`src/amp_ctrl_defs.vh`:
```
`ifndef AMP_CTRL_DEFS_VH
`define AMP_CTRL_DEFS_VH

// Field positions inside the 64-bit control word
`define VOL_W            9
`define VOL_L_LSB        0
`define VOL_R_LSB        9
`define BASS_BOOST_BIT   18
`define BASS_LVL_LSB     19
`define BASS_CORNER_LSB  23
`define TREB_BOOST_BIT   25
`define TREB_LVL_LSB     26
`define TREB_CORNER_LSB  30
`define DEEMPH_LSB       32
`define LIMIT_EN_BIT     34
`define LIMIT_MODE_BIT   35
`define DITHER_BIT       36
`define ATTACK_LSB       37
`define RELEASE_LSB      40
`define FORMAT_LSB       44
`define MIX_LSB          46
`define BRIDGE_BIT       50
`define PCOMP_LSB        51
`define NCOMP_LSB        56
`define LOW_POWER_BIT    61
`define SPEED_BIT        62
`define METHOD_BIT       63

// Reset values and codes
`define VOL_RESET        9'h0FA
`define VOL_0DB          9'h0FE
`define VOL_MAX          9'h130
`define VOL_SOFT_MUTE    9'h040
`define ATTACK_RESET     3'h1
`define RELEASE_RESET    4'hA
`define MIX_RESET        4'h9
`define PCOMP_RESET      5'h10
`define NCOMP_RESET      5'h00
`define COMP_MAX         5'h10
`define SPEED_SINGLE     2'h0
`define CTRL_RESET {3'h0, `NCOMP_RESET, `PCOMP_RESET, 1'b0, `MIX_RESET, \
  2'h0, `RELEASE_RESET, `ATTACK_RESET, 3'h0, 2'h0, 14'h0000, \
  `VOL_RESET, `VOL_RESET}

// Link framing
`define WORD_W           64
`define PRE_W            8
`define PRE_MARK_BIT     5
`define PRE_REF_LSB      1
`define PRE_RW_BIT       0

`endif

```
`src/amp_ctrl_regs.v`:
```
// What this block does
// RL1: De-emphasis select 00 none, 01 44.1k, 10 32k, 11 48k.
// RL2: De-emphasis filter acts only in single speed mode.
// RL3: Bit 34 turns the clip limiter on or off.
// RL4: Bit 35: 0 cuts bass on bass clip, 1 lowers volume.
// RL5: Attack code bits 37-39, reset value 001.
// RL6: Release code bits 40-43, reset value 1010.
// RL7: Bits 44-45 pick I2S, left, right 16 or right 24 format.
// RL8: Mix field bits 46-49 does mute, mono, swap; resets to 1001.
// RL9: Upper mix pair picks left source, lower pair right source.
// RL10: Bit 50 gates the bridge drive, off after reset.
// RL11: P and N compensation fields, kept within 0 to 16.
// RL12: Bit 61 enables automatic low power.
// RL13: Bit 62 speed, bit 63 H-type or R-type method.
// RL14: Speed and method map to four PWM operating modes.
// RL15: Volume code steps 0.5 dB, 0FE is 0 dB, 130 is +25 dB.
// RL16: Code 040 is soft mute at -95 dB; reset code 0FA.
// RL17: Left volume bits 0-8, right bits 9-17, same mapping.
// RL18: Host should step volume through every 0.5 dB code.
// RL19: Bass level bits 19-22 in 1 dB, bit 18 boost or cut.
// RL20: Bass corner bits 23-24: 50, 100 or 200 Hz.
// RL21: Treble level bits 26-29 in 1 dB, bit 25 boost or cut.
// RL22: Treble corner bits 30-31: 4, 8 or 12 kHz.
// RL23: Fields change only after a whole serial word arrives.
`timescale 1ns/1ns
`include "amp_ctrl_defs.vh"
module amp_ctrl_regs
#(
  // Arbitrary silicon reference expected in the preamble
  parameter [3:0] PART_REF = 4'h5
)
(
  input  wire       sys_clk_i,
  input  wire       resetn_i,
  input  wire       link_en_n_i,
  input  wire       link_clk_i,
  input  wire       link_data_i,
  output reg        link_data_o,
  output reg        link_data_oe_o,
  input  wire [1:0] speed_mode_i,
  output reg  [8:0] left_volume_o,
  output reg  [8:0] right_volume_o,
  output reg  [9:0] left_gain_half_db_o,
  output reg  [9:0] right_gain_half_db_o,
  output reg        left_soft_mute_o,
  output reg        right_soft_mute_o,
  output reg        bass_boost_select_o,
  output reg  [3:0] bass_level_o,
  output reg  [1:0] bass_corner_o,
  output reg        treble_boost_select_o,
  output reg  [3:0] treble_level_o,
  output reg  [1:0] treble_corner_o,
  output reg  [1:0] deemph_select_o,
  output reg  [1:0] deemph_active_o,
  output reg        limiter_enable_o,
  output reg        limiter_volume_only_o,
  output reg        dither_enable_o,
  output reg  [2:0] attack_code_o,
  output reg  [3:0] release_code_o,
  output reg  [1:0] input_format_o,
  output reg  [3:0] channel_mix_select_o,
  output reg  [1:0] left_source_o,
  output reg  [1:0] right_source_o,
  output reg        bridge_enable_o,
  output reg  [4:0] pcomp_o,
  output reg  [4:0] ncomp_o,
  output reg        auto_low_power_enable_o,
  output reg        pwm_high_speed_o,
  output reg        pwm_h_type_o,
  output reg  [3:0] pwm_mode_o,
  output reg        word_update_o,
  output reg        frame_error_o
);

  localparam [4:0] ST_IDLE = 5'b00001;
  localparam [4:0] ST_PRE  = 5'b00010;
  localparam [4:0] ST_WR   = 5'b00100;
  localparam [4:0] ST_RD   = 5'b01000;
  localparam [4:0] ST_SKIP = 5'b10000;

  wire [2:0]         link_sync;
  wire               en_active;
  wire               clk_s;
  wire               data_s;
  reg                clk_prev;
  wire               clk_rise;
  wire               clk_fall;
  reg  [4:0]         state;
  reg  [6:0]         bit_cnt;
  reg  [`PRE_W-1:0]  pre_shift;
  reg  [`WORD_W-1:0] rx_shift;
  reg  [`WORD_W-1:0] tx_shift;
  reg  [`WORD_W-1:0] ctrl_word;
  wire [`PRE_W-1:0]  pre_full;
  wire [`WORD_W-1:0] rx_full;
  wire [9:0]         left_gain;
  wire [9:0]         right_gain;
  wire               left_mute;
  wire               right_mute;
  // Keep a compensation field inside 00000..10000
  function [4:0] comp_limit;
    input [4:0] value;
    begin
      if (value > `COMP_MAX)
        comp_limit = `COMP_MAX;
      else
        comp_limit = value;
    end
  endfunction
  // Speed and method bits to one-hot operating mode
  function [3:0] pwm_decode;
    input hspd;
    input hpwm;
    begin
      case ({hspd, hpwm})
        2'b00:   pwm_decode = 4'h1;
        2'b01:   pwm_decode = 4'h2;
        2'b10:   pwm_decode = 4'h4;
        default: pwm_decode = 4'h8;
      endcase
    end
  endfunction
  link_sync
  #(
    .WIDTH (3)
  )
  u_sync
  (
    .sys_clk_i (sys_clk_i),
    .resetn_i  (resetn_i),
    .async_i   ({~link_en_n_i, link_clk_i, link_data_i}),
    .sync_o    (link_sync)
  );
  assign en_active = link_sync[2];
  assign clk_s     = link_sync[1];
  assign data_s    = link_sync[0];
  assign clk_rise  = clk_s & ~clk_prev;
  assign clk_fall  = ~clk_s & clk_prev;
  assign pre_full  = {pre_shift[`PRE_W-2:0], data_s};
  assign rx_full   = {rx_shift[`WORD_W-2:0], data_s};
  always @(posedge sys_clk_i or negedge resetn_i)
  begin
    if (!resetn_i)
      clk_prev <= 1'b0;
    else
      clk_prev <= clk_s;
  end
  // Link frame sequencer; data sampled on rising link edges
  always @(posedge sys_clk_i or negedge resetn_i)
  begin
    if (!resetn_i)
    begin
      state          <= ST_IDLE;
      bit_cnt        <= 7'h00;
      pre_shift      <= {`PRE_W{1'b0}};
      rx_shift       <= {`WORD_W{1'b0}};
      tx_shift       <= {`WORD_W{1'b0}};
      ctrl_word      <= `CTRL_RESET;
      link_data_o    <= 1'b0;
      link_data_oe_o <= 1'b0;
      word_update_o  <= 1'b0;
      frame_error_o  <= 1'b0;
    end
    else
    begin
      word_update_o <= 1'b0;
      frame_error_o <= 1'b0;
      if (!en_active)
      begin
        // Enable released: abandon any partial word
        state          <= ST_IDLE;
        bit_cnt        <= 7'h00;
        link_data_oe_o <= 1'b0;
      end
      else
      begin
        case (state)
          ST_IDLE, ST_PRE:
          begin
            state <= ST_PRE;
            if (clk_rise)
            begin
              pre_shift <= pre_full;
              bit_cnt   <= bit_cnt + 7'h01;
              if (bit_cnt == 7'd7)
              begin
                bit_cnt <= 7'h00;
                if (pre_full[7:6] != 2'b00 ||
                    !pre_full[`PRE_MARK_BIT] ||
                    pre_full[`PRE_REF_LSB+3:`PRE_REF_LSB] != PART_REF)
                begin
                  state         <= ST_SKIP;
                  frame_error_o <= 1'b1;
                end
                else if (pre_full[`PRE_RW_BIT])
                begin
                  state    <= ST_RD;
                  tx_shift <= ctrl_word;
                end
                else
                  state <= ST_WR;
              end
            end
          end
          ST_WR:
          begin
            if (clk_rise)
            begin
              rx_shift <= rx_full;
              bit_cnt  <= bit_cnt + 7'h01;
              // RL23: commit whole word
              if (bit_cnt == 7'd63)
              begin
                state         <= ST_SKIP;
                word_update_o <= 1'b1;
                ctrl_word     <= rx_full;
                // RL11: clamp compensation
                ctrl_word[`PCOMP_LSB+4:`PCOMP_LSB] <=
                  comp_limit(rx_full[`PCOMP_LSB+4:`PCOMP_LSB]);
                ctrl_word[`NCOMP_LSB+4:`NCOMP_LSB] <=
                  comp_limit(rx_full[`NCOMP_LSB+4:`NCOMP_LSB]);
              end
            end
          end
          ST_RD:
          begin
            // Read-back driven on falling edges, MSB first
            if (clk_fall)
            begin
              if (bit_cnt == 7'd64)
              begin
                link_data_oe_o <= 1'b0;
                state          <= ST_SKIP;
              end
              else
              begin
                link_data_oe_o <= 1'b1;
                link_data_o    <= tx_shift[`WORD_W-1];
                tx_shift       <= {tx_shift[`WORD_W-2:0], 1'b0};
                bit_cnt        <= bit_cnt + 7'h01;
              end
            end
          end
          ST_SKIP:
          begin
            // Extra bits ignored until enable goes high
            link_data_oe_o <= 1'b0;
          end
          default:
          begin
            state <= ST_IDLE;
          end
        endcase
      end
    end
  end

  // RL15: gain mapping per channel
  volume_decode u_vol_left
  (
    .code_i         (ctrl_word[`VOL_L_LSB+8:`VOL_L_LSB]),
    .gain_half_db_o (left_gain),
    .soft_mute_o    (left_mute)
  );

  // RL17: same mapping for right
  volume_decode u_vol_right
  (
    .code_i         (ctrl_word[`VOL_R_LSB+8:`VOL_R_LSB]),
    .gain_half_db_o (right_gain),
    .soft_mute_o    (right_mute)
  );

  // Field outputs registered from the committed word, deemph_active_o also gated by speed_mode_i
  always @(posedge sys_clk_i or negedge resetn_i)
  begin
    if (!resetn_i)
    begin
      left_volume_o           <= `VOL_RESET;
      right_volume_o          <= `VOL_RESET;
      left_gain_half_db_o     <= 10'h3FC;
      right_gain_half_db_o    <= 10'h3FC;
      left_soft_mute_o        <= 1'b0;
      right_soft_mute_o       <= 1'b0;
      bass_boost_select_o     <= 1'b0;
      bass_level_o            <= 4'h0;
      bass_corner_o           <= 2'h0;
      treble_boost_select_o   <= 1'b0;
      treble_level_o          <= 4'h0;
      treble_corner_o         <= 2'h0;
      deemph_select_o         <= 2'h0;
      deemph_active_o         <= 2'h0;
      limiter_enable_o        <= 1'b0;
      limiter_volume_only_o   <= 1'b0;
      dither_enable_o         <= 1'b0;
      attack_code_o           <= `ATTACK_RESET;
      release_code_o          <= `RELEASE_RESET;
      input_format_o          <= 2'h0;
      channel_mix_select_o    <= `MIX_RESET;
      left_source_o           <= 2'h2;
      right_source_o          <= 2'h1;
      bridge_enable_o         <= 1'b0;
      pcomp_o                 <= `PCOMP_RESET;
      ncomp_o                 <= `NCOMP_RESET;
      auto_low_power_enable_o <= 1'b0;
      pwm_high_speed_o        <= 1'b0;
      pwm_h_type_o            <= 1'b0;
      pwm_mode_o              <= 4'h1;
    end
    else
    begin
      // RL16: soft mute code and reset volume
      left_volume_o        <= ctrl_word[`VOL_L_LSB+8:`VOL_L_LSB];
      right_volume_o       <= ctrl_word[`VOL_R_LSB+8:`VOL_R_LSB];
      left_gain_half_db_o  <= left_gain;
      right_gain_half_db_o <= right_gain;
      left_soft_mute_o     <= left_mute;
      right_soft_mute_o    <= right_mute;
      // RL19: bass level and direction
      bass_boost_select_o  <= ctrl_word[`BASS_BOOST_BIT];
      bass_level_o         <= ctrl_word[`BASS_LVL_LSB+3:`BASS_LVL_LSB];
      // RL20: bass corner
      bass_corner_o <= ctrl_word[`BASS_CORNER_LSB+1:`BASS_CORNER_LSB];
      // RL21: treble level and direction
      treble_boost_select_o <= ctrl_word[`TREB_BOOST_BIT];
      treble_level_o <= ctrl_word[`TREB_LVL_LSB+3:`TREB_LVL_LSB];
      // RL22: treble corner
      treble_corner_o <= ctrl_word[`TREB_CORNER_LSB+1:`TREB_CORNER_LSB];
      // RL1: sample rate of de-emphasis
      deemph_select_o <= ctrl_word[`DEEMPH_LSB+1:`DEEMPH_LSB];
      // RL2: filter only at single speed
      if (speed_mode_i == `SPEED_SINGLE)
        deemph_active_o <= ctrl_word[`DEEMPH_LSB+1:`DEEMPH_LSB];
      else
        deemph_active_o <= 2'h0;
      // RL3: limiter enable
      limiter_enable_o <= ctrl_word[`LIMIT_EN_BIT];
      // RL4: limiter behaviour
      limiter_volume_only_o <= ctrl_word[`LIMIT_MODE_BIT];
      dither_enable_o <= ctrl_word[`DITHER_BIT];
      // RL5: attack rate code
      attack_code_o <= ctrl_word[`ATTACK_LSB+2:`ATTACK_LSB];
      // RL6: release rate code
      release_code_o <= ctrl_word[`RELEASE_LSB+3:`RELEASE_LSB];
      // RL7: audio input format
      input_format_o <= ctrl_word[`FORMAT_LSB+1:`FORMAT_LSB];
      // RL8: channel mix field
      channel_mix_select_o <= ctrl_word[`MIX_LSB+3:`MIX_LSB];
      // RL9: per-channel source split
      left_source_o  <= ctrl_word[`MIX_LSB+3:`MIX_LSB+2];
      right_source_o <= ctrl_word[`MIX_LSB+1:`MIX_LSB];
      // RL10: bridge drive gate
      bridge_enable_o <= ctrl_word[`BRIDGE_BIT];
      pcomp_o <= ctrl_word[`PCOMP_LSB+4:`PCOMP_LSB];
      ncomp_o <= ctrl_word[`NCOMP_LSB+4:`NCOMP_LSB];
      // RL12: auto low power
      auto_low_power_enable_o <= ctrl_word[`LOW_POWER_BIT];
      // RL13: speed and method bits
      pwm_high_speed_o <= ctrl_word[`SPEED_BIT];
      pwm_h_type_o     <= ctrl_word[`METHOD_BIT];
      // RL14: operating mode decode
      pwm_mode_o <= pwm_decode(ctrl_word[`SPEED_BIT],
                               ctrl_word[`METHOD_BIT]);
    end
  end

endmodule

```
`src/link_sync.v`:
```
`timescale 1ns/1ns
module link_sync
#(
  parameter WIDTH = 3
)
(
  input  wire             sys_clk_i,
  input  wire             resetn_i,
  input  wire [WIDTH-1:0] async_i,
  output reg  [WIDTH-1:0] sync_o
);

  reg [WIDTH-1:0] stage1;

  // Stage one feeds stage two only
  always @(posedge sys_clk_i or negedge resetn_i)
  begin
    if (!resetn_i)
    begin
      stage1 <= {WIDTH{1'b0}};
      sync_o <= {WIDTH{1'b0}};
    end
    else
    begin
      stage1 <= async_i;
      sync_o <= stage1;
    end
  end

endmodule

```
`src/volume_decode.v`:
```
`timescale 1ns/1ns
`include "amp_ctrl_defs.vh"
module volume_decode
(
  input  wire [8:0] code_i,
  output reg  [9:0] gain_half_db_o,
  output reg        soft_mute_o
);

  // Signed gain in 0.5 dB units, 0 dB at code 0FE
  always @*
  begin
    soft_mute_o = (code_i <= `VOL_SOFT_MUTE);
    if (code_i <= `VOL_SOFT_MUTE)
      gain_half_db_o = {1'b0, `VOL_SOFT_MUTE} - {1'b0, `VOL_0DB};
    else if (code_i >= `VOL_MAX)
      // Codes above +25 dB saturate
      gain_half_db_o = {1'b0, `VOL_MAX} - {1'b0, `VOL_0DB};
    else
      gain_half_db_o = {1'b0, code_i} - {1'b0, `VOL_0DB};
  end

endmodule
```
`config.mk`:
```
export PLATFORM = sky130hd
export DESIGN_NAME = amp_ctrl_regs
export DESIGN_NICKNAME = d
export VERILOG_FILES = /design/src/amp_ctrl_regs.v /design/src/link_sync.v /design/src/volume_decode.v
export VERILOG_INCLUDE_DIRS = /design/src
export SDC_FILE = /design/constraint.sdc
export NUM_CORES = 1
export LEC_CHECK = 0
export BUFFER_PORTS_ARGS = -buffer_cell sky130_fd_sc_hd__buf_2
export CORE_MARGIN = 5
export CORE_UTILIZATION = 50
export CTS_CLUSTER_SIZE = 12
export DETAILED_ROUTE_END_ITERATION = 6
export PLACE_DENSITY_LB_ADDON = 0.05
export SETUP_SLACK_MARGIN = 0.02
export SYNTH_ARGS = -nofsm -noshare
export SYNTH_HDL_FRONTEND = slang
export SYNTH_HIERARCHICAL = 1
export SYNTH_SLANG_ARGS = --single-unit
```
`constraint.sdc`:
```
create_clock -name sys_clk_i -period 3.3 [get_ports sys_clk_i]
set_clock_uncertainty 0.05 [all_clocks]
set_input_delay 0.33 -clock sys_clk_i [delete_from_list [all_inputs] [get_ports sys_clk_i]]
set_output_delay 0.33 -clock sys_clk_i [all_outputs]
set_load 0.02 [all_outputs]
```
== Yosys cells after proc, flatten, opt, wreduce, memory -nomap -nowiden ==
Cells that the tools add are included.

* Register bits after elaboration: 317
* Output and inout bits: 100
* Word-level logic and storage cells: 145

* Add/sub/neg operators: 3
* Order comparisons: 6
* Equality and inequality tests: 26
* Multiplexer cells: 45
* Bitwise logic cells: 6
* Reduce and logical (&&, ||, !) cells: 16

{| class="wikitable"
|+ Operator list
! cell !! number
|-
| two-way mux 64 bit || 6
|-
| case mux 64 bit (2 select lines) || 1
|-
| two-way mux 5 bit || 10
|-
| two-way mux 7 bit || 6
|-
| two-way mux 10 bit || 4
|-
| != test 3 bit (second input constant) || 7
|-
| case mux 7 bit (3 select lines) || 1
|-
| case mux 5 bit (4 select lines) || 1
|-
| subtractor 9 x 8 -> 10 bit (second input constant) || 2
|-
| greater-or-equal comparator 9 bit (second input constant) || 2
|-
| less-or-equal comparator 9 x 7 -> 1 bit (second input constant) || 2
|-
| two-way mux 1 bit || 12
|-
| != test 2 bit (second input constant) || 6
|-
| case mux 4 bit (3 select lines) || 1
|-
| greater-than comparator 5 bit (second input constant) || 2
|-
| AND reduction 5 bit || 2
|-
| AND reduction 4 bit || 2
|-
| AND reduction 8 bit || 1
|-
| adder 7 x 1 -> 7 bit (second input constant) || 1
|-
| equality test 7 x 3 -> 1 bit (second input constant) || 1
|-
| equality test 7 x 6 -> 1 bit (second input constant) || 1
|-
| equality test 7 bit (second input constant) || 1
|-
| AND reduction 3 bit || 2
|-
| equality test 5 x 1 -> 1 bit (second input constant) || 1
|-
| other kinds (20) || 27
|}

== Longest topological paths before layout ==
Gate-level depths: netlist of the first run.

* Word-level depth: 8
* Gate-level depth with buffers: 10

== Cells and area by module ==
The synthesis of the first run kept the hierarchy.

{| class="wikitable"
|+ By module, submodules not included
! module !! times used !! cells an instance !! area each (um2) !! seq. area each (um2)
|-
| amp_ctrl_regs || 1 || 998 || 11477.3 || 7749.9
|-
| volume_decode || 2 || 44 || 286.5 || 0.0
|-
| link_sync || 1 || 6 || 150.1 || 150.1
|}

== Worst setup path before layout of the first run ==
OpenSTA, ideal clock, no wires.

* Path kind: reg-to-reg
* Start: register bit_cnt[0]
* End: register ctrl_word[11]
* Arrival time: 2124 ps
* Data required time: 3134 ps
* Setup slack: 1009 ps
* Stages on the path, launching flop included: 9
* Path through: dfrtp_1 > ha_1 > nand2_1 > or4b_2 > or3_1 > buf_2 > clkbuf_1 > nand2_1 > nand2_1

* Word-level cells in the longest chain between the ends: 2

{| class="wikitable"
|+ RTL lines
! item !! line !! text
|-
| start: declaration || amp_ctrl_regs.v:89 || <nowiki>reg [6:0] bit_cnt;</nowiki>
|-
| start signal: assignment || amp_ctrl_regs.v:184 || <nowiki>bit_cnt <= bit_cnt + 7'h01;</nowiki>
|-
| start signal: assignment || amp_ctrl_regs.v:210 || <nowiki>bit_cnt <= bit_cnt + 7'h01;</nowiki>
|-
| start signal: assignment || amp_ctrl_regs.v:240 || <nowiki>bit_cnt <= bit_cnt + 7'h01;</nowiki>
|-
| equality test 7 x 6 -> 1 bit || amp_ctrl_regs.v:212 || <nowiki>if (bit_cnt == 7'd63)</nowiki>
|-
| AND reduction 4 bit (no source line) || - ||
|-
| end signal: assignment || amp_ctrl_regs.v:216 || <nowiki>ctrl_word <= rx_full;</nowiki>
|-
| end signal: indexed assignment || amp_ctrl_regs.v:218 || <nowiki>ctrl_word[`PCOMP_LSB+4:`PCOMP_LSB] <=</nowiki>
|-
| end signal: indexed assignment || amp_ctrl_regs.v:220 || <nowiki>ctrl_word[`NCOMP_LSB+4:`NCOMP_LSB] <=</nowiki>
|-
| end: declaration || amp_ctrl_regs.v:93 || <nowiki>reg [`WORD_W-1:0] ctrl_word;</nowiki>
|}

Every way passes these cells.
A chain may end at the register's enable or synchronous reset.

== Worst setup path in the final report of the first run ==
* Start: register bit_cnt[0]
* End: register ctrl_word[60]

Same word-level chain as after synthesis.

==> key figures, run 1 <==
Outcome
  • Status: completed

Worst setup path
  • Endpoint class of the critical path: flip-flop
  • Crit path kind: reg -> reg
  • Startpoint types: flip-flop
  • FF-to-FF path depth: 6
  • Critical Path, Cell by Cell: ha_1 > nand2_1 > or4b_2 > or3_2 > buf_4 > mux2_2
  • Worst Path Required: 3.63 ns
  • Delay of the slowest critical-path stage: 0.66 ns
  • Setup slack, reg-to-reg: 0.51 ns
  • Reg-to-Reg Start: bit_cnt[0]
  • Worst R2R End: ctrl_word[60]
  • CP Max Fanout: 73
  • CP Buf/Inv Count: 1
  • Crit path depth: 6
  • CP max stage cell: or4b_2
  • Critical Path AT: 3.12 ns
  • CP top delay family: simple AND/OR/NAND/NOR gates

Yosys
  • Post-synth cell types: 56
  • Post-synth EDFFs: 0
  • Syn nets: 1,105
  • Synth Warn #: 6
  • Post-synth top cells: 313 x nand2_1, 259 x dfrtp_1, 82 x nor2_1, 73 x mux2_2, 69 x a31oi_1
  • Main synth FF type: dfrtp_1
  • Yosys top cell area share: 0.531
  • FF+latch count, synth: 313
  • Count leader, synth: nand2_1
  • Area leader, netlist: dfrtp_1
  • Synth Cell Area: 0.0122 mm^2
  • Synth area leaders: dfrtp_1 53%, dfstp_2 12%, nand2_1 9.6%
  • Cells after Synth: 1,092
  • Asr flop ratio synth: 1.00
  • Sequential fraction of the synthesis area: 0.648
  • Mapped Avg Cell Area: 11.2 um^2

Final layout
  • ANT cells: 0
  • Final layout net count: 1,204
  • Final Core Density: 0.586
  • Storage element area: 0.00790 mm^2
  • Multi-input gate area: 0.00390 mm^2
  • Fillers: 2,056
  • Non-Filler Cell Area, Final: 0.0142 mm^2
  • Final std cells w/o fill: 1,538
  • Area Growth Syn to Fin: 16.2%
  • Share of cells above drive strength 1: 0.260

Power
  • Static Leak: 0.00682 uW
  • VDD IR-drop max: 0.395 mV
  • PwrDens: 665 mW/mm^2

Die
  • DIE HEIGHT: 166 um
  • Starting Density: 0.505
  • Area of the core: 0.0242 mm^2
  • Chip width: 166 um
  • I/O pin total: 107
  • Row cnt: 57
  • Die footprint: 0.0276 mm^2

Timing
  • RSZ-0062 raised after global routing: false
  • Post-route minimum period: 2.79 ns
  • Post-route setup TNS: 0 ns
  • Fmax: 358 MHz
  • Hold Vio Cnt, Final: 0
  • Final Setup Violations: 0
  • Slew headroom: 0.478
  • Final Cycle Share: 0.845
  • Worst-Margin Slew: 0.783 ns
  • Slew Viols, Final: 0
  • Hold slack: 0.278 ns

CTS
  • Post-CTS Setup Repair Bufs: 0
  • Clk root buf: clkbuf_16
  • Cts repair resizes: 0
  • CTS H-tree depth: 2
  • Clock insertion delay at the later pin of the skew report: 0.50 ns
  • Clk pin slew, worst setup/hold paths: 0.06 ns
  • Clock tree buffer depth: 3
  • CTS tree: yes
  • CTS buffer count: 34
  • CTS sink cnt: 313

Routing
  • Vias/cell: 5.16
  • Pre-antenna DRT Iters: 4
  • DRC Markers: 0
  • Post-route ant nets: 0
  • Initial drt markers: 549
  • Wire length per cell: 14.9 um
  • Routed WL: 23.0 mm
  • Via count: 7,938

Place
  • Port Buffers: 106
  • GP Congestion: 0.790
  • Dpl hpwl: 13.8 mm
  • Dpl cell area: 0.0130 mm^2
  • Placed cell count: 1,472

Global route
  • Largest net degree at the start of global routing: 99
  • All-Layer GR Usage: 0.171
  • First-pass GRT wire length: 40.3 mm
  • Vias in the first global route: 7,944
  • Total grt overflow: 0
  • Antenna violations before repair: 0

Hold path
  • Hold crit path type: in -> async

Job
  • Max Cap Viol: 0
[routing by layer]
layer | share of wire | GRT usage | vias to the layer above | wire [um]
li1 | - | - | 3856 | -
met1 | 0.48 | 0.245 | 3890 | 10900
met2 | 0.45 | 0.268 | 154 | 10400
met3 | 0.052 | 0.0371 | 38 | 1190
met4 | 0.020 | 0.0477 | 0 | 449
met5 | 0 | 0 | - | 0
[through the flow]
stage,setup WS [ns],power (uW)
floorplan,1.01,5450
global placement,0.564,5670
detailed placement,0.526,5720
CTS,0.515,9560
global route,0.399,9940
finish,0.510,9430
[area by class of cell]
cell class	count	share of cell area
Inverter	14	0.00371
Clock buffer	54	0.0718
Timing Repair Buffer	126	0.0562
Multi-Input combinational cell	702	0.275
Clock inverter	5	0.00733
Tap cell	324	0.0286
Sequential cell	313	0.557
[where the power goes]
part / switching (uW) / internal (uW) / total [uW] / leakage (uW)
Clock: 1430 / 2340 / 3780 / 0.000547
Combinational: 576 / 477 / 1050 / 0.00227
Sequential: 275 / 4320 / 4600 / 0.00400
Total: 2280 / 7140 / 9430 / 0.00682
[cells in the final DEF, fill, tap and decap left out, types with 12 or more instances in the layout]
| cell | Yosys | layout |
|---|---|---|
| nand2_1 | 313 | 313 |
| dfrtp_1 | 259 | 259 |
| buf_2 | 14 | 105 |
| nor2_1 | 82 | 81 |
| mux2_2 | 73 | 73 |
| a31oi_1 | 69 | 69 |
| dfstp_2 | 54 | 54 |
| clkbuf_16 | 0 | 35 |
| o21ai_0 | 28 | 28 |
| inv_1 | 12 | 12 |
| nand2b_1 | 12 | 12 |
| a21oi_1 | 12 | 12 |
| clkbuf_1 | 29 | 12 |
[worst max path at each step]
| stage | start | endpoint | slack [ns] |
|---|---|---|---|
| 6_report | bit_cnt[0] | ctrl_word[60] | 0.51 |
| 5_1_grt | bit_cnt[0] | ctrl_word[60] | 0.40 |
| 4_1_cts | bit_cnt[0] | ctrl_word[60] | 0.52 |
| 3_5_place_dp | bit_cnt[0] | ctrl_word[60] | 0.53 |
| 3_3_place_gp | bit_cnt[0] | ctrl_word[60] | 0.56 |
| 2_1_floorplan | bit_cnt[0] | ctrl_word[11] | 1.01 |
[registers in the layout, indices dropped and copies added, names as in the netlist, 3 cells and up]
register              flops
u_sync/stage1             3
ctrl_word                64
right_volume_o            9
bit_cnt                   7
right_gain_half_db_o     10
pre_shift                 7
state                     5
treble_level_o            4
attack_code_o             3
release_code_o            4
rx_shift                 63
left_gain_half_db_o      10
left_volume_o             9
ncomp_o                   5
bass_level_o              4
u_sync/sync_o             3
tx_shift                 64
pcomp_o                   5
pwm_mode_o                4
[worst register-to-register path, stage by stage, from the launching register on]
cell	delay, ns
dfrtp_1	0.41
ha_1	0.25
nand2_1	0.10
or4b_2	0.66
or3_2	0.45
buf_4	0.38
mux2_2	0.39
[cell families (layout without fill, tap and decap cells)]
group / Yosys count / count (layout) / synth area share
multiplexers: 76 / 76 / 0.0698
XOR/XNOR: 7 / 7 / 0.00503
adder cells (fa/ha/maj): 6 / 6 / 0.00615
AO/OA/AOI/OAI: 141 / 141 / 0.0732
buffers and inverters: 77 / 199 / 0.0347
flip-flops: 313 / 313 / 0.648
AND/OR/NAND/NOR: 472 / 472 / 0.164
[repair_timing]
action | in CTS | in global routing
hold buffers | 7 | 0
endpoints found under the hold margin | 28 | 0
endpoints found under the setup margin | 0 | 0
No activity file was read; power rests on OpenSTA's default activity.
==> run 2: changes to the inputs <==
==> constraint.sdc (replaced) <==
create_clock -name sys_clk_i -period 2.3 [get_ports sys_clk_i]
set_clock_uncertainty 0.05 [all_clocks]
set_input_delay 0.23 -clock sys_clk_i [delete_from_list [all_inputs] [get_ports sys_clk_i]]
set_output_delay 0.23 -clock sys_clk_i [all_outputs]
set_load 0.02 [all_outputs]
==> key figures, run 2 (synthesis gave the netlist of run 1 again) <==
Outcome
  • Status: complete, but fails checks (was completed)
  • Failing checks: negative setup slack

Final layout
  • Final layout net count: 1,258 (was 1,204)
  • Final Core Density: 0.616 (was 0.586)
  • Share of cells above drive strength 1: 0.302 (was 0.260)
  • Area Growth Syn to Fin: 22.1% (was 16.2%)
  • Fillers: 1,983 (was 2,056)
  • Most frequent cells in the layout: 313 x nand2_1, 257 x dfrtp_1, 105 x buf_2 (was 313 x nand2_1, 259 x dfrtp_1, 105 x buf_2)
  • Biggest regs: ctrl_word (64), tx_shift (64), rx_shift (63) (unchanged)
  • ANT cells: 0 (unchanged)
  • Most common cell after layout, fill and taps aside: nand2_1 (unchanged)

Die
  • Chip width: 166 um (unchanged)
  • Row cnt: 57 (unchanged)
  • Starting Density: 0.505 (unchanged)
  • Die footprint: 0.0276 mm^2 (unchanged)
  • DIE HEIGHT: 166 um (unchanged)
  • I/O pin total: 107 (unchanged)
  • Area of the core: 0.0242 mm^2 (unchanged)

Power
  • Clock network fraction of total power: 0.371 (was 0.401)
  • Total power draw: 13,900 uW (was 9430 uW)
  • Sw Share: 0.249 (was 0.242)
  • Cell internal pwr: 10,500 uW (was 7140 uW)
  • PwrDens: 936 mW/mm^2 (was 665 mW/mm^2)
  • VDD IR-drop max: 0.505 mV (was 0.395 mV)
  • Static Leak: 0.00717 uW (was 0.00682 uW)
  • Reg power frac: 0.472 (was 0.488)
  • P_sw: 3470 uW (was 2280 uW)
  • Comb pwr share: 0.157 (was 0.112)

Place
  • Dpl hpwl: 15.1 mm (was 13.8 mm)
  • Port Buffers: 106 (unchanged)
  • GP Congestion: 0.803 (was 0.790)

Timing
  • RSZ-0062 raised after global routing: true (was false)
  • Final Setup Violations: 20 (was 0)
  • Final Cycle Share: 1.02 (was 0.845)
  • Hold slack: 0.208 ns (was 0.278 ns)
  • Slew headroom: 0.524 (was 0.478)
  • Slew Viols, Final: 0 (unchanged)
  • Hold Vio Cnt, Final: 0 (unchanged)
  • Post-route minimum period: 2.35 ns (was 2.79 ns)
  • Fmax: 425 MHz (was 358 MHz)
  • Post-route setup slack: -0.0510 ns (was 0.510 ns)
  • Worst-Margin Slew: 0.715 ns (was 0.783 ns)

Routing
  • Vias/cell: 5.13 (was 5.16)
  • Pre-antenna DRT Iters: 5 (was 4)
  • DRC Markers: 0 (unchanged)
  • Wire length per cell: 15.7 um (was 14.9 um)
  • Post-route ant nets: 0 (unchanged)
  • Initial drt markers: 587 (was 549)
  • Routed WL: 25.1 mm (was 23.0 mm)
  • Via count: 8,185 (was 7,938)

Global route
  • Antenna violations before repair: 0 (unchanged)
  • All-Layer GR Usage: 0.183 (was 0.171)
  • Largest net degree at the start of global routing: 67 (was 99)
  • First-pass GRT wire length: 43.1 mm (was 40.3 mm)
  • Vias in the first global route: 8,277 (was 7,944)
  • Total grt overflow: 0 (unchanged)

CTS
  • CTS tree: yes (unchanged)
  • CTS H-tree depth: 2 (unchanged)
  • Clk pin slew, worst setup/hold paths: 0.06 ns (about the same)
  • Clock insertion delay at the later pin of the skew report: 0.50 ns (about the same)
  • CTS buffer count: 34 (unchanged)
  • CTS sink cnt: 313 (unchanged)
  • Clock tree buffer depth: 3 (unchanged)
  • Clk root buf: clkbuf_16 (unchanged)

Worst setup path
  • CP Max Fanout: 3 (was 73)
  • Crit path kind: reg -> reg (unchanged)
  • Setup slack, reg-to-reg: -0.05 ns (was 0.51 ns)
  • Startpoint types: flip-flop (unchanged)
  • Endpoint class of the critical path: flip-flop (unchanged)
  • Critical Path AT: 2.68 ns (was 3.12 ns)
  • Worst Path Required: 2.63 ns (was 3.63 ns)

Hold path
  • Hold crit path type: in -> async (unchanged)

Job
  • Max Cap Viol: 0 (unchanged)
[run 2: worst paths after layout]
kind,from,endpoint,cells past startpoint
worst max-delay path,state[0],tx_shift[0],13
worst min-delay path,resetn_i,pre_shift[4],2
worst max register to register,state[0],tx_shift[0],13
worst min register to register,u_sync/stage1[2],u_sync/sync_o[2],0
max in group asynchronous,resetn_i,right_volume_o[4],3
min in group sys_clk_i,u_sync/stage1[2],u_sync/sync_o[2],0
[run 2: stage by stage]
step                      setup WS (ns)  setup TNS [ns]  instance area, um^2  std cells
after floorplan                  0.0248               0                12200       1092
after global placement          -0.0488          -0.583                13300       1506
after detailed placement        -0.0907           -3.12                13300       1506
after CTS                       -0.0454          -0.329                14700       1587
after global routing             -0.143           -4.11                14900       1594
final                           -0.0510          -0.280                14900       1594
[run 2: what timing repair did]
action,4_1_cts,5_1_grt
resized for setup,10,17
pin swaps,5,5
endpoints found under the setup margin,120,123
hold buffers,7,0
buffers inserted,9,3
hold endpoints to repair,53,0
gates cloned,4,4
[run 2: power groups by stage]
stage / Sequential (uW) / Clock, uW / Combinational (uW)
final: 6590 / 5170 / 2180
after global routing: 6660 / 5560 / 2450
after CTS: 6580 / 5340 / 2020
after detailed placement: 6660 / 0 / 1660
after global placement: 6660 / 0 / 1590
after floorplan: 6560 / 0 / 1260
[run 2: critical path, stage by stage, from the launching register on]
cell and delay [ns]:
dfstp_2 0.54, xnor2_1 0.10, nor4_4 0.30, buf_4 0.19
o31ai_4 0.07, buf_4 0.14, buf_4 0.12, buf_4 0.12
buf_4 0.12, buf_4 0.12, buf_4 0.12, buf_4 0.12
nand2_1 0.08, o22ai_2 0.06
[run 2: cell type report]
type	instances	area (um^2)	area share
sequential	313	7900	0.530
inverter	14	52.6	0.00353
tap	324	405	0.0272
clock buffer	56	1010	0.0681
multi-input combinational	702	3990	0.268
clock inverter	5	56.3	0.00378
timing repair buffer	180	1480	0.0995
[run 2: routing by layer]
metal | global-route usage | share of wire
met3 | 0.0374 | 0.048
met1 | 0.265 | 0.48
met4 | 0.0531 | 0.022
met5 | 0 | 0
met2 | 0.285 | 0.45
